### config.mk
export PLATFORM = sky130hd
export DESIGN_NAME = fh_host_ctrl
export DESIGN_NICKNAME = d
export VERILOG_FILES = /design/src/fh_bus_cycle.v /design/src/fh_host_ctrl.v /design/src/fh_sync2.v
export VERILOG_INCLUDE_DIRS = /design/src
export SDC_FILE = /design/constraint.sdc
export NUM_CORES = 1
export LEC_CHECK = 0
export ABC_AREA = 1
export BUFFER_PORTS_ARGS = -buffer_cell sky130_fd_sc_hd__buf_4
export CAP_MARGIN = 25
export CORE_UTILIZATION = 25
export CTS_BUF_LIST = sky130_fd_sc_hd__clkbuf_8
export DETAILED_ROUTE_END_ITERATION = 8
export PLACE_DENSITY = 0.51
export SLEW_MARGIN = 20
export SYNTH_ARGS = -nofsm -noshare
export SYNTH_HDL_FRONTEND = slang
export SYNTH_SLANG_ARGS = --single-unit
### constraint.sdc
create_clock -name mclk_in -period 5.6 [get_ports mclk_in]
set_clock_uncertainty 0.2 [all_clocks]
set_input_delay 1.12 -clock mclk_in [delete_from_list [all_inputs] [get_ports mclk_in]]
set_output_delay 1.12 -clock mclk_in [all_outputs]
set_load 0.02 [all_outputs]
### src/fh_defs.vh
`ifndef FH_DEFS_VH
`define FH_DEFS_VH
// ----------------------------------------
// Register map (byte addresses)
// ----------------------------------------
`define FH_REG_CTRL 8'h00
`define FH_REG_ADDR 8'h04
`define FH_REG_DATA 8'h08
`define FH_REG_STAT 8'h0C
`define FH_REG_ISTAT 8'h10
`define FH_REG_IMASK 8'h14
`define FH_IDX_CTRL 3'h0
`define FH_IDX_ADDR 3'h1
`define FH_IDX_DATA 3'h2
`define FH_IDX_STAT 3'h3
`define FH_IDX_ISTAT 3'h4
`define FH_IDX_IMASK 3'h5
`define FH_IDX_NONE 3'h7
`define FH_RESP_OKAY 2'h0
`define FH_RESP_SLVERR 2'h2
// ----------------------------------------
// Operation codes written to CTRL
// ----------------------------------------
`define FH_OP_PROG 4'h1
`define FH_OP_SECT 4'h2
`define FH_OP_ADD 4'h3
`define FH_OP_CHIP 4'h4
`define FH_OP_SUSP 4'h5
`define FH_OP_RESUME 4'h6
`define FH_OP_RESET 4'h7
`define FH_OP_POLL 4'h8
// ----------------------------------------
// Flash command bytes and unlock addresses
// ----------------------------------------
`define FH_CMD_UNLK1 8'hAA
`define FH_CMD_UNLK2 8'h55
`define FH_CMD_PROG 8'hA0
`define FH_CMD_ERASE 8'h80
`define FH_CMD_SECT 8'h30
`define FH_CMD_CHIP 8'h10
`define FH_CMD_SUSP 8'hB0
`define FH_CMD_RESUME 8'h30
`define FH_CMD_RESET 8'hF0
`define FH_UNLK_ADDR1 21'h000555
`define FH_UNLK_ADDR2 21'h0002AA
`define FH_ASEL_U1 2'h0
`define FH_ASEL_U2 2'h1
`define FH_ASEL_USER 2'h2
// ----------------------------------------
// Status bit positions on the data bus
// ----------------------------------------
`define FH_BIT_POLLING 7
`define FH_BIT_TOGGLE1 6
`define FH_BIT_TLIMIT 5
`define FH_BIT_WINDOW 3
`define FH_BIT_TOGGLE2 2
// Interrupt bits
`define FH_INT_DONE 0
`define FH_INT_FAIL 1
`define FH_INT_REJ 2
`define FH_INT_W 3
// ----------------------------------------
// Timing
// ----------------------------------------
`define FH_CLK_NS 20
`define FH_ACC_NS 70
`define FH_WP_NS 35
`define FH_ACC_CYC ((`FH_ACC_NS + `FH_CLK_NS - 1) / `FH_CLK_NS)
`define FH_WP_CYC ((`FH_WP_NS + `FH_CLK_NS - 1) / `FH_CLK_NS)
`define FH_SYNC_CYC 2
`endif

### src/fh_bus_cycle.v
`include "fh_defs.vh"
`default_nettype none
module fh_bus_cycle #(
	parameter AW = 21,
	parameter ACC_CYC = `FH_ACC_CYC + `FH_SYNC_CYC,
	parameter WP_CYC = `FH_WP_CYC
) (
	input wire mclk_in,
	input wire srst_in,
	input wire start_in,
	input wire write_in,
	input wire [AW-1:0] addr_in,
	input wire [7:0] wdata_in,
	input wire [7:0] dq_sync_in,
	output reg done_out,
	output reg [7:0] rdata_out,
	output reg [AW-1:0] flash_addr_out,
	output reg [7:0] flash_dq_out,
	output reg flash_dq_oe_out,
	output reg flash_ce_n_out,
	output reg flash_oe_n_out,
	output reg flash_we_n_out
);
	localparam C_IDLE = 2'h0;
	localparam C_SETUP = 2'h1;
	localparam C_PULSE = 2'h2;
	localparam C_HOLD = 2'h3;
	reg [1:0] st_reg;
	reg [7:0] cnt_reg;
	reg wr_reg;
	always @(posedge mclk_in) begin
		if (srst_in) begin
			st_reg <= C_IDLE;
			cnt_reg <= 8'h00;
			wr_reg <= 1'b0;
			done_out <= 1'b0;
			rdata_out <= 8'h00;
			flash_addr_out <= {AW{1'b0}};
			flash_dq_out <= 8'h00;
			flash_dq_oe_out <= 1'b0;
			flash_ce_n_out <= 1'b1;
			flash_oe_n_out <= 1'b1;
			flash_we_n_out <= 1'b1;
		end else begin
			done_out <= 1'b0;
			case (st_reg)
			C_IDLE: begin
				if (start_in) begin
					wr_reg <= write_in;
					flash_addr_out <= addr_in;
					flash_dq_out <= wdata_in;
					flash_dq_oe_out <= write_in;
					flash_ce_n_out <= 1'b0;
					st_reg <= C_SETUP;
				end
			end
			C_SETUP: begin
				if (wr_reg) begin
					flash_we_n_out <= 1'b0;
					cnt_reg <= WP_CYC[7:0];
				end else begin
					flash_oe_n_out <= 1'b0;
					cnt_reg <= ACC_CYC[7:0];
				end
				st_reg <= C_PULSE;
			end
			C_PULSE: begin
				if (cnt_reg == 8'h01) begin
					if (!wr_reg) begin
						rdata_out <= dq_sync_in;
					end
					flash_we_n_out <= 1'b1;
					flash_oe_n_out <= 1'b1;
					st_reg <= C_HOLD;
				end else begin
					cnt_reg <= cnt_reg - 8'h01;
				end
			end
			default: begin
				flash_ce_n_out <= 1'b1;
				flash_dq_oe_out <= 1'b0;
				done_out <= 1'b1;
				st_reg <= C_IDLE;
			end
			endcase
		end
	end
endmodule
`default_nettype wire

### src/fh_host_ctrl.v
// The AXI4-Lite slave port and the register offsets were chosen for this implementation.
`include "fh_defs.vh"
`default_nettype none
module fh_host_ctrl #(
	parameter AW = 21
) (
	input wire mclk_in,
	input wire srst_in,
	input wire [7:0] axi_awaddr_in,
	input wire axi_awvalid_in,
	output reg axi_awready_out,
	input wire [31:0] axi_wdata_in,
	input wire [3:0] axi_wstrb_in,
	input wire axi_wvalid_in,
	output reg axi_wready_out,
	output reg [1:0] axi_bresp_out,
	output reg axi_bvalid_out,
	input wire axi_bready_in,
	input wire [7:0] axi_araddr_in,
	input wire axi_arvalid_in,
	output reg axi_arready_out,
	output reg [31:0] axi_rdata_out,
	output reg [1:0] axi_rresp_out,
	output reg axi_rvalid_out,
	input wire axi_rready_in,
	output reg irq_out,
	output wire [AW-1:0] flash_addr_out,
	output wire [7:0] flash_dq_out,
	output wire flash_dq_oe_out,
	input wire [7:0] flash_dq_in,
	output wire flash_ce_n_out,
	output wire flash_oe_n_out,
	output wire flash_we_n_out,
	input wire ready_busy_in
);
	// ----------------------------------------
	// Decoding and command sequences
	// ----------------------------------------
	function [2:0] reg_index;
		input [7:0] a;
		begin
			if (a == `FH_REG_CTRL) reg_index = `FH_IDX_CTRL;
			else if (a == `FH_REG_ADDR) reg_index = `FH_IDX_ADDR;
			else if (a == `FH_REG_DATA) reg_index = `FH_IDX_DATA;
			else if (a == `FH_REG_STAT) reg_index = `FH_IDX_STAT;
			else if (a == `FH_REG_ISTAT) reg_index = `FH_IDX_ISTAT;
			else if (a == `FH_REG_IMASK) reg_index = `FH_IDX_IMASK;
			else reg_index = `FH_IDX_NONE;
		end
	endfunction
	// Returns {address select, byte} of step idx of an operation
	function [9:0] seq_word;
		input [3:0] op;
		input [2:0] idx;
		begin
			if (op == `FH_OP_SUSP)
				seq_word = {`FH_ASEL_USER, `FH_CMD_SUSP};
			else if (op == `FH_OP_RESUME)
				seq_word = {`FH_ASEL_USER, `FH_CMD_RESUME};
			else if (op == `FH_OP_RESET)
				seq_word = {`FH_ASEL_USER, `FH_CMD_RESET};
			else if (op == `FH_OP_ADD)
				seq_word = {`FH_ASEL_USER, `FH_CMD_SECT};
			else if (idx == 3'h0 || idx == 3'h3)
				seq_word = {`FH_ASEL_U1, `FH_CMD_UNLK1};
			else if (idx == 3'h1 || idx == 3'h4)
				seq_word = {`FH_ASEL_U2, `FH_CMD_UNLK2};
			else if (op == `FH_OP_PROG && idx == 3'h2)
				seq_word = {`FH_ASEL_U1, `FH_CMD_PROG};
			else if (op == `FH_OP_PROG)
				seq_word = {`FH_ASEL_USER, 8'h00};
			else if (idx == 3'h2)
				seq_word = {`FH_ASEL_U1, `FH_CMD_ERASE};
			else if (op == `FH_OP_CHIP)
				seq_word = {`FH_ASEL_U1, `FH_CMD_CHIP};
			else
				seq_word = {`FH_ASEL_USER, `FH_CMD_SECT};
		end
	endfunction
	function [2:0] seq_last;
		input [3:0] op;
		begin
			if (op == `FH_OP_PROG) seq_last = 3'h3;
			else if (op == `FH_OP_SECT || op == `FH_OP_CHIP)
				seq_last = 3'h5;
			else seq_last = 3'h0;
		end
	endfunction
	// ----------------------------------------
	// Pin synchronisers and bus cycle engine
	// ----------------------------------------
	wire [8:0] pins_sync;
	fh_sync2 #(.W(9)) fh_sync2_inst (
		.mclk_in(mclk_in),
		.srst_in(srst_in),
		.d_in({ready_busy_in, flash_dq_in}),
		.q_out(pins_sync)
	);
	reg cyc_start_reg;
	reg cyc_write_reg;
	reg [AW-1:0] cyc_addr_reg;
	reg [7:0] cyc_wdata_reg;
	wire cyc_done;
	wire [7:0] cyc_rdata;
	fh_bus_cycle #(.AW(AW)) fh_bus_cycle_inst (
		.mclk_in(mclk_in),
		.srst_in(srst_in),
		.start_in(cyc_start_reg),
		.write_in(cyc_write_reg),
		.addr_in(cyc_addr_reg),
		.wdata_in(cyc_wdata_reg),
		.dq_sync_in(pins_sync[7:0]),
		.done_out(cyc_done),
		.rdata_out(cyc_rdata),
		.flash_addr_out(flash_addr_out),
		.flash_dq_out(flash_dq_out),
		.flash_dq_oe_out(flash_dq_oe_out),
		.flash_ce_n_out(flash_ce_n_out),
		.flash_oe_n_out(flash_oe_n_out),
		.flash_we_n_out(flash_we_n_out)
	);
	// ----------------------------------------
	// Registers and bus slave
	// ----------------------------------------
	localparam S_IDLE = 4'h0;
	localparam S_SEQ = 4'h1;
	localparam S_PRE = 4'h2;
	localparam S_ACC_A = 4'h3;
	localparam S_ACC_B = 4'h4;
	localparam S_WIN = 4'h5;
	localparam S_POLL_A = 4'h6;
	localparam S_POLL_B = 4'h7;
	localparam S_RST = 4'h8;
	reg [3:0] st_reg;
	reg [3:0] op_reg;
	reg [AW-1:0] addr_reg;
	reg [7:0] data_reg;
	reg [7:0] last_status_reg;
	reg window_reg;
	reg [`FH_INT_W-1:0] istat_reg;
	reg [`FH_INT_W-1:0] imask_reg;
	reg [`FH_INT_W-1:0] ev_reg;
	reg start_reg;
	reg [7:0] aw_addr_reg;
	reg [31:0] w_data_reg;
	reg [3:0] w_strb_reg;
	wire busy = (st_reg != S_IDLE);
	wire wr_fire = !axi_awready_out && !axi_wready_out && !axi_bvalid_out;
	wire [2:0] wr_idx = reg_index(aw_addr_reg);
	wire [2:0] rd_idx = reg_index(axi_araddr_in);
	reg [31:0] rd_val;
	always @* begin
		rd_val = 32'h00000000;
		case (rd_idx)
		`FH_IDX_CTRL: rd_val = {28'h0000000, op_reg};
		`FH_IDX_ADDR: rd_val = {{(32-AW){1'b0}}, addr_reg};
		`FH_IDX_DATA: rd_val = {24'h000000, data_reg};
		`FH_IDX_STAT: rd_val = {21'h000000, pins_sync[8], window_reg,
			busy, last_status_reg};
		`FH_IDX_ISTAT: rd_val = {29'h00000000, istat_reg};
		`FH_IDX_IMASK: rd_val = {29'h00000000, imask_reg};
		default: rd_val = 32'h00000000;
		endcase
	end
	always @(posedge mclk_in) begin
		if (srst_in) begin
			axi_awready_out <= 1'b1;
			axi_wready_out <= 1'b1;
			axi_bvalid_out <= 1'b0;
			axi_bresp_out <= `FH_RESP_OKAY;
			axi_arready_out <= 1'b1;
			axi_rvalid_out <= 1'b0;
			axi_rresp_out <= `FH_RESP_OKAY;
			axi_rdata_out <= 32'h00000000;
			aw_addr_reg <= 8'h00;
			w_data_reg <= 32'h00000000;
			w_strb_reg <= 4'h0;
			op_reg <= 4'h0;
			addr_reg <= {AW{1'b0}};
			data_reg <= 8'h00;
			imask_reg <= {`FH_INT_W{1'b0}};
			istat_reg <= {`FH_INT_W{1'b0}};
			start_reg <= 1'b0;
			irq_out <= 1'b0;
		end else begin
			start_reg <= 1'b0;
			if (axi_awready_out && axi_awvalid_in) begin
				aw_addr_reg <= axi_awaddr_in;
				axi_awready_out <= 1'b0;
			end
			if (axi_wready_out && axi_wvalid_in) begin
				w_data_reg <= axi_wdata_in;
				w_strb_reg <= axi_wstrb_in;
				axi_wready_out <= 1'b0;
			end
			if (axi_bvalid_out && axi_bready_in) begin
				axi_bvalid_out <= 1'b0;
				axi_awready_out <= 1'b1;
				axi_wready_out <= 1'b1;
			end
			// Hardware set wins over write-one-to-clear
			istat_reg <= (istat_reg & ~((wr_fire && w_strb_reg[0] &&
				wr_idx == `FH_IDX_ISTAT) ? w_data_reg[`FH_INT_W-1:0] :
				{`FH_INT_W{1'b0}})) | ev_reg;
			irq_out <= |(istat_reg & imask_reg);
			if (wr_fire) begin
				axi_bvalid_out <= 1'b1;
				axi_bresp_out <= `FH_RESP_OKAY;
				if (wr_idx == `FH_IDX_CTRL) begin
					if (busy) begin
						axi_bresp_out <= `FH_RESP_SLVERR;
					end else if (w_strb_reg[0]) begin
						op_reg <= w_data_reg[3:0];
						start_reg <= 1'b1;
					end
				end else if (wr_idx == `FH_IDX_ADDR) begin
					if (w_strb_reg[0]) addr_reg[7:0] <= w_data_reg[7:0];
					if (w_strb_reg[1]) addr_reg[15:8] <= w_data_reg[15:8];
					if (w_strb_reg[2])
						addr_reg[AW-1:16] <= w_data_reg[AW-1:16];
				end else if (wr_idx == `FH_IDX_DATA) begin
					if (w_strb_reg[0]) data_reg <= w_data_reg[7:0];
				end else if (wr_idx == `FH_IDX_IMASK) begin
					if (w_strb_reg[0])
						imask_reg <= w_data_reg[`FH_INT_W-1:0];
				end else if (wr_idx == `FH_IDX_NONE) begin
					axi_bresp_out <= `FH_RESP_SLVERR;
				end
			end
			if (axi_arready_out && axi_arvalid_in) begin
				axi_arready_out <= 1'b0;
				axi_rvalid_out <= 1'b1;
				axi_rdata_out <= rd_val;
				axi_rresp_out <= (rd_idx == `FH_IDX_NONE) ?
					`FH_RESP_SLVERR : `FH_RESP_OKAY;
			end
			if (axi_rvalid_out && axi_rready_in) begin
				axi_rvalid_out <= 1'b0;
				axi_arready_out <= 1'b1;
			end
		end
	end
	// ----------------------------------------
	// Operation sequencer
	// ----------------------------------------
	reg issued_reg;
	reg [2:0] idx_reg;
	reg tog_reg;
	reg recheck_reg;
	reg fail_reg;
	wire [9:0] sw = seq_word(op_reg, idx_reg);
	wire [AW-1:0] seq_addr = (sw[9:8] == `FH_ASEL_U1) ? `FH_UNLK_ADDR1 :
		(sw[9:8] == `FH_ASEL_U2) ? `FH_UNLK_ADDR2 : addr_reg;
	wire is_prog_data = (op_reg == `FH_OP_PROG) && (idx_reg == 3'h3);
	wire st_write = (st_reg == S_SEQ) || (st_reg == S_RST);
	wire [7:0] st_wdata = (st_reg == S_RST) ? `FH_CMD_RESET :
		(is_prog_data ? data_reg : sw[7:0]);
	wire [AW-1:0] st_addr = (st_reg == S_SEQ) ? seq_addr : addr_reg;
	always @(posedge mclk_in) begin
		if (srst_in) begin
			st_reg <= S_IDLE;
			issued_reg <= 1'b0;
			idx_reg <= 3'h0;
			tog_reg <= 1'b0;
			recheck_reg <= 1'b0;
			fail_reg <= 1'b0;
			window_reg <= 1'b0;
			last_status_reg <= 8'h00;
			ev_reg <= {`FH_INT_W{1'b0}};
			cyc_start_reg <= 1'b0;
			cyc_write_reg <= 1'b0;
			cyc_addr_reg <= {AW{1'b0}};
			cyc_wdata_reg <= 8'h00;
		end else begin
			cyc_start_reg <= 1'b0;
			ev_reg <= {`FH_INT_W{1'b0}};
			if (busy && !issued_reg && !cyc_start_reg) begin
				cyc_start_reg <= 1'b1;
				cyc_write_reg <= st_write;
				cyc_addr_reg <= st_addr;
				cyc_wdata_reg <= st_wdata;
				issued_reg <= 1'b1;
			end
			if (cyc_done) begin
				issued_reg <= 1'b0;
				if (!st_write) last_status_reg <= cyc_rdata;
			end
			case (st_reg)
			S_IDLE: begin
				idx_reg <= 3'h0;
				recheck_reg <= 1'b0;
				fail_reg <= 1'b0;
				if (start_reg) begin
					if (op_reg == `FH_OP_ADD)
						st_reg <= S_PRE;
					else if (op_reg == `FH_OP_POLL)
						st_reg <= S_POLL_A;
					else if (op_reg >= `FH_OP_PROG &&
						op_reg <= `FH_OP_RESET)
						st_reg <= S_SEQ;
					else
						ev_reg[`FH_INT_REJ] <= 1'b1;
				end
			end
			S_SEQ: if (cyc_done) begin
				idx_reg <= idx_reg + 3'h1;
				if (idx_reg == seq_last(op_reg)) begin
					if (op_reg == `FH_OP_SECT || op_reg == `FH_OP_ADD)
						st_reg <= S_ACC_A;
					else if (op_reg == `FH_OP_PROG ||
						op_reg == `FH_OP_CHIP)
						st_reg <= S_POLL_A;
					else begin
						ev_reg[`FH_INT_DONE] <= 1'b1;
						st_reg <= S_IDLE;
					end
				end
			end
			S_PRE: if (cyc_done) begin
				window_reg <= cyc_rdata[`FH_BIT_WINDOW];
				// Window closed: erase already running
				if (cyc_rdata[`FH_BIT_WINDOW]) begin
					ev_reg[`FH_INT_REJ] <= 1'b1;
					st_reg <= S_IDLE;
				end else begin
					st_reg <= S_SEQ;
				end
			end
			S_ACC_A: if (cyc_done) begin
				tog_reg <= cyc_rdata[`FH_BIT_TOGGLE1];
				st_reg <= S_ACC_B;
			end
			S_ACC_B: if (cyc_done) begin
				// Toggling means the sequence was taken
				if (tog_reg != cyc_rdata[`FH_BIT_TOGGLE1]) begin
					st_reg <= S_WIN;
				end else begin
					ev_reg[`FH_INT_REJ] <= 1'b1;
					st_reg <= S_IDLE;
				end
			end
			S_WIN: if (cyc_done) begin
				window_reg <= cyc_rdata[`FH_BIT_WINDOW];
				// High after an added sector: maybe not taken
				if (op_reg == `FH_OP_ADD && cyc_rdata[`FH_BIT_WINDOW])
					ev_reg[`FH_INT_REJ] <= 1'b1;
				ev_reg[`FH_INT_DONE] <= 1'b1;
				st_reg <= S_IDLE;
			end
			S_POLL_A: if (cyc_done) begin
				tog_reg <= cyc_rdata[`FH_BIT_TOGGLE1];
				st_reg <= S_POLL_B;
			end
			S_POLL_B: if (cyc_done) begin
				if (tog_reg == cyc_rdata[`FH_BIT_TOGGLE1]) begin
					ev_reg[`FH_INT_DONE] <= 1'b1;
					st_reg <= S_IDLE;
				end else if (recheck_reg) begin
					fail_reg <= 1'b1;
					st_reg <= S_RST;
				end else begin
					recheck_reg <= cyc_rdata[`FH_BIT_TLIMIT];
					st_reg <= S_POLL_A;
				end
			end
			S_RST: if (cyc_done) begin
				ev_reg[`FH_INT_FAIL] <= fail_reg;
				ev_reg[`FH_INT_DONE] <= 1'b1;
				st_reg <= S_IDLE;
			end
			default: st_reg <= S_IDLE;
			endcase
		end
	end
endmodule
`default_nettype wire

### src/fh_sync2.v
`default_nettype none
module fh_sync2 #(
	parameter W = 8
) (
	input wire mclk_in,
	input wire srst_in,
	input wire [W-1:0] d_in,
	output wire [W-1:0] q_out
);
	reg [W-1:0] s1_reg;
	reg [W-1:0] s2_reg;
	always @(posedge mclk_in) begin
		if (srst_in) begin
			s1_reg <= {W{1'b0}};
			s2_reg <= {W{1'b0}};
		end else begin
			s1_reg <= d_in;
			s2_reg <= s1_reg;
		end
	end
	assign q_out = s2_reg;
endmodule
`default_nettype wire

After elaboration in Yosys (flattened, before gate mapping)
Cells that the tools add are included.
{ "word_totals": {"register_bits": 239, "inputBits": 68, "out_inout_bits": 75} }
{ "classes": {"addsub": 2, "n_lt_le_gt_ge": 2, "n_eq_ne": 65, "muxes": 110, "bitwise": 14, "reduce_logical": 70} }
{ "ops": {"columns": ["cell", "count"], "rows": [
  ["one-hot mux 21 bit (6 select lines)", 1],
  ["two-way mux 10 bit", 10],
  ["two-way mux 21 bit", 3],
  ["two-way mux 4 bit", 15],
  ["two-way mux 3 bit", 18],
  ["two-way mux 1 bit", 35],
  ["== test 4 x 3 -> 1 bit, second input constant", 8],
  ["== test 8 x 4 -> 1 bit, second input constant", 4],
  ["== test 8 x 5 -> 1 bit, second input constant", 4],
  ["one-hot mux 4 bit (8 select lines)", 1],
  ["two-way mux 2 bit", 13],
  ["two-way mux 8 bit", 3],
  ["== test 3 bit, second input constant", 7],
  ["!= test 2 x 1 -> 1 bit, second input constant", 10],
  ["AND reduction 4 bit", 5],
  ["== test 4 x 2 -> 1 bit, second input constant", 4],
  ["== test 8 x 3 -> 1 bit, second input constant", 2],
  ["zero test 8 bit", 2],
  ["one-hot mux 8 bit (2 select lines)", 1],
  ["AND reduction 2 bit", 8],
  ["== test 3 x 2 -> 1 bit, second input constant", 5],
  ["logical AND 1 bit", 15],
  ["OR reduction 2 bit", 7],
  ["!= test 2 bit, second input constant", 6],
  ["35 further kinds", 76]
]} }

Logic depth before layout (Yosys ltp)
{ "depth": {"depth_word": 15, "depth_mapped": 12, "mapped_depth_nobuf": 12} }

Modules after synthesis
A second synthesis with hierarchy kept.
{ "unflattened": {"hier_cells": 1311, "hier_area_um2": 9664.3} }
{ "modules_own_cells": {"columns": ["module", "instances", "cells_per_inst", "area_each_um2", "seq_area_each_um2"], "rows": [
  ["fh_host_ctrl", 1, 954, 6957.9, 3103.0],
  ["fh_bus_cycle", 1, 301, 2184.6, 1061.0],
  ["fh_sync2", 1, 56, 521.8, 360.3]
]} }

Least setup slack after synthesis
Ideal clock, no wire load.
{ "synth_path": {"path_type": "in2reg", "from": "input axi_araddr_in[1]", "to": "register axi_rdata_out[18]", "setup_time_ns": 0.072, "t_arrival_ns": 2.046, "t_required_ns": 5.328, "path_slack_ns": 3.282, "stages": 8, "cell_sequence": "nor2_1 -> nand2_1 -> nor2_1 -> nand2_1 -> inv_1 -> buf_4 -> nand3_1 -> a21oi_1"} }
{ "synth_via": {"elab_chain_len": 9, "word_cells_on_any_way": 19, "cone_classes": "eq/ne (10); mux (7); reduce/logical (2)"} }
{ "synth_rtl": {"columns": ["item", "line_no", "source"], "rows": [
  ["start, declared", "fh_host_ctrl.v:19", "input wire [7:0] axi_araddr_in,"],
  ["== test 8 x 5 -> 1 bit (no line)", null, null],
  ["two-way mux 2 bit", "fh_host_ctrl.v:47", "else if (a == `FH_REG_IMASK) reg_index = `FH_IDX_IMASK;"],
  ["two-way mux 2 bit", "fh_host_ctrl.v:46", "else if (a == `FH_REG_ISTAT) reg_index = `FH_IDX_ISTAT;"],
  ["two-way mux 3 bit", "fh_host_ctrl.v:45", "else if (a == `FH_REG_STAT) reg_index = `FH_IDX_STAT;"],
  ["two-way mux 3 bit", "fh_host_ctrl.v:44", "else if (a == `FH_REG_DATA) reg_index = `FH_IDX_DATA;"],
  ["two-way mux 3 bit", "fh_host_ctrl.v:43", "else if (a == `FH_REG_ADDR) reg_index = `FH_IDX_ADDR;"],
  ["two-way mux 3 bit (*)", "fh_host_ctrl.v:42", "if (a == `FH_REG_CTRL) reg_index = `FH_IDX_CTRL;"],
  ["== test 3 bit (tied with other cells)", "fh_host_ctrl.v:154", "case (rd_idx)"],
  ["one-hot mux 21 bit (6 select lines) (*)", "fh_host_ctrl.v:154", null],
  ["end signal, assigned", "fh_host_ctrl.v:233", "axi_rdata_out <= rd_val;"],
  ["end, declared", "fh_host_ctrl.v:22", "output reg [31:0] axi_rdata_out,"]
]} }
Every way passes the cells marked *; elsewhere a longest branch is shown, timed or not.
A chain may end at the register's enable or synchronous reset.

Worst setup path after layout
{ "layout_path": {"from": "input axi_araddr_in[4]", "to": "register axi_rdata_out[6]"} }
Same word-level chain as after synthesis.

==> results.md <==
- Status: finished, final reports clean
- Antenna violations before repair: 1
- Sink Count: 226
- F_max: about 350 MHz
- Min cycle time layout: between 2 and 3 ns
- Place WS: 2.27 ns
- Hold path cells: 2
- Area contributors post-synth: dfxtp_1 48%, nor2_1 8.2%, o21ai_0 8.1%, a21oi_1 6.6%, nand2_1 6.1%
- Gr ovfl total: 0
- Row Count: 70
- CP startpoint kind: input pin
- Leading area contributor after synthesis: dfxtp_1
- Final period util: 0.506
- Final setup viols: 0
- Clk buf depth: 3
- Met2 routed WL: 11,200 um
- Most frequent cell after synthesis: dfxtp_1
- Setup ws final: about 2.8 ns
- Post-synth ARST share: 0
- Root Buffer: clkbuf_8
- CTS tree: built
- Number of synthesized flops with an enable pin: 0
- Slew Viols, Final: 0
- Distinct cell type count after synthesis: between 40 and 50
- Layout Cells excl Fill: 1,859
- Total leakage power: around 4.7 nW
- Initial Util: 0.256
- Crit path capture type: flip-flop
- Worst Path Required: just under 6 ns
- Remaining DRCs: 0
- Final WL: 26,300 um
- Max IR drop VDD: 0.000145 V
- Tot GR Track Use: 0.137
- Vias in the first global route: ~7,900
- Worst Hold Class: flip-flop to flip-flop
- Routed Antenna Nets: 0
- Initial DRC Count: 412
- Fillers: just over 4,000
- Headroom to the max-slew limit: 0.355
- Post-route cell area: 11,400 um2
- Worst Hold Path EP: fh_sync2_inst.q_out[0]
- Commonest cells in the netlist: 226 x dfxtp_1, 206 x nor2_1, 153 x nand2_1
- CTS Buf Count: 40
- I/O pin cnt: about 140
- Chip Height: between 150 and 200 um
- Dpl cell area: between 10,000 and 15,000 um2
- Yosys warning count: 0
- Vias/cell: 4.46
- Synthesis-to-finish area growth: 21.3%
- Max FO, Critical Path: 13
- Vias: 8,289
- Dpl cells: between 1,500 and 2,000
- Clock-pin slew on the worst setup and hold paths: 0.06 ns
- Avg WL per Cell: around 14 um
- Crit path buf inv count: 3
- Post-synthesis average cell area: approximately 7.5 um2
- Synth Register Bits: 226
- CP cell instances: buf_4, nor2_1, nand3_1, inv_1, nand2_1, inv_1, nand2_1, o211ai_1, nand2_1, a21oi_1
- H-tree depth: 2
- Skew-Pair Late Insertion Delay: roughly 0.54 ns
- Slew @ Worst Pin: 0.966 ns
- Hold Vio Cnt, Final: 0
- Max_cap viols: 0
- Largest net degree at the start of global routing: 74
- Met3 wire len: roughly 1300 um
- Met1 Routed Length: between 10,000 and 15,000 um
- Area of the core: roughly 37,000 um2
- Sequential fraction of the synthesis area: 0.481
- Postcts setup bufs: 0
- RR Endpoint: fh_bus_cycle_inst.flash_addr_out[2]
- PortBufs: 117
- R2R cell count: 7
- Core Util, Final: 0.310
- Max incr delay on CP: ~0.46 ns
- Final setup TNS: 0 ns
- Post-DP HPWL: 19,000 um
- Synth Flop Type: dfxtp_1
- Hold path start: fh_sync2_inst.s1_reg[0]
- Die Wd: 196 um
- CP max stage cell: inv_1
- Gate Count Post-Synth: approximately 1,300
- Nets: approximately 1,400
- CP dominant cell by count: nand2_1
- RePlAce Congestion: around 0.88
- CTS Hold Bufs: 0
- Critical path type: input pin to flip-flop
- Post-cts resize count: 0
- WP data arrival: approximately 3.1 ns
- Highest Signal Layer: met4
- Synthesized area: 9410 um2
- CP delay by family, top: buffers and inverters
- Share of layout cells above drive strength 1: 0.172
- 1st-pass router iterations: 5
- First-pass GRT wire length: around 42,000 um
- P per Cell Area: ~320 nW/um2
- RSZ-0062 raised after global routing: false
- R2R setup slack: 3.21 ns
- Die area: between 30,000 and 40,000 um2
- Worst r2r src: fh_bus_cycle_inst.st_reg[0]
- Post-synth top area share: 0.481
how the worst max path moves through the flow:
stage	from	to	slack, ns	depth (start not counted)
finish	axi_araddr_in[4]	axi_rdata_out[6]	2.76	10
global route	axi_araddr_in[4]	axi_rdata_out[6]	2.55	10
CTS	axi_araddr_in[4]	axi_rdata_out[6]	2.82	10
detailed placement	axi_araddr_in[4]	axi_rdata_out[6]	2.27	10
global placement	axi_araddr_in[4]	axi_rdata_out[6]	2.27	10
floorplan	axi_araddr_in[1]	axi_rdata_out[18]	3.28	8
stage by stage:
step,total power [mW],hold WS (ns)
3_3_place_gp,2.20,0.196
5_1_grt,3.89,0.220
4_1_cts,3.75,0.203
2_1_floorplan,2.06,0.188
3_5_place_dp,2.20,0.194
6_report,3.70,0.201
layout by cell type, fill, tap and decap left out, types with 3 or more instances in the layout:
cell | Yosys | routed
a211oi_1 | 8 | 8
a21oi_1 | 124 | 124
a21oi_2 | 8 | 8
a31oi_1 | 3 | 3
buf_4 | 19 | 121
clkbuf_8 | 0 | 47
conb_1 | 1 | 13
dfxtp_1 | 226 | 226
ha_1 | 11 | 11
inv_1 | 132 | 141
inv_2 | 11 | 12
inv_6 | 0 | 3
nand2_1 | 153 | 153
nand2_2 | 7 | 7
nand3_1 | 71 | 71
nand3_2 | 9 | 9
nand4_1 | 7 | 7
nor2_1 | 206 | 206
nor2_2 | 11 | 11
nor2_4 | 4 | 4
nor3_1 | 5 | 5
nor3_2 | 3 | 3
o211ai_1 | 6 | 6
o21ai_0 | 152 | 152
o21ai_1 | 11 | 11
o22ai_1 | 4 | 4
worst register-to-register path, stage by stage (launching register included):
cell and delay [ns]:
dfxtp_1 0.36, inv_1 0.09, ha_1 0.25, nand2_1 0.64, clkinv_1 0.15, buf_4 0.28
o21ai_0 0.24, a21oi_1 0.06
cells by family (layout without fill, tap and decap cells):
family,Yosys count,after routing,synth area share
buffers and inverters,210,331,0.0944
XOR/XNOR,1,1,0.000931
AO/OA/AOI/OAI,322,322,0.181
adder cells (fa/ha/maj),11,11,0.0146
other,1,14,0.000398
flip-flops,226,226,0.481
AND/OR/NAND/NOR,486,486,0.228
final cells by class:
type | count | area (um2) | share of cell area
Tap cell | 468 | 586 | 0.0513
Clock inverter | 18 | 141 | 0.0124
Timing Repair Buffer | 122 | 928 | 0.0813
Clock buffer | 47 | 647 | 0.0567
Multi-Input combinational cell | 833 | 4040 | 0.354
Antenna cell | 1 | 2.50 | 0.000219
Sequential cell | 226 | 4520 | 0.396
Inverter | 144 | 541 | 0.0474
power breakdown:
group	internal, mW	switching [mW]
logic	0.151	0.287
clock network	0.855	0.675
registers	1.68	0.0448
total	2.69	1.01
layer usage:
| metal | vias to the layer above | track usage |
|---|---|---|
| li1 | 4290 | - |
| met4 | 0 | 0.0428 |
| met3 | 44 | 0.0248 |
| met5 | - | 0 |
| met1 | 3737 | 0.196 |
| met2 | 218 | 0.208 |
(Power assumes the default switching activity.)
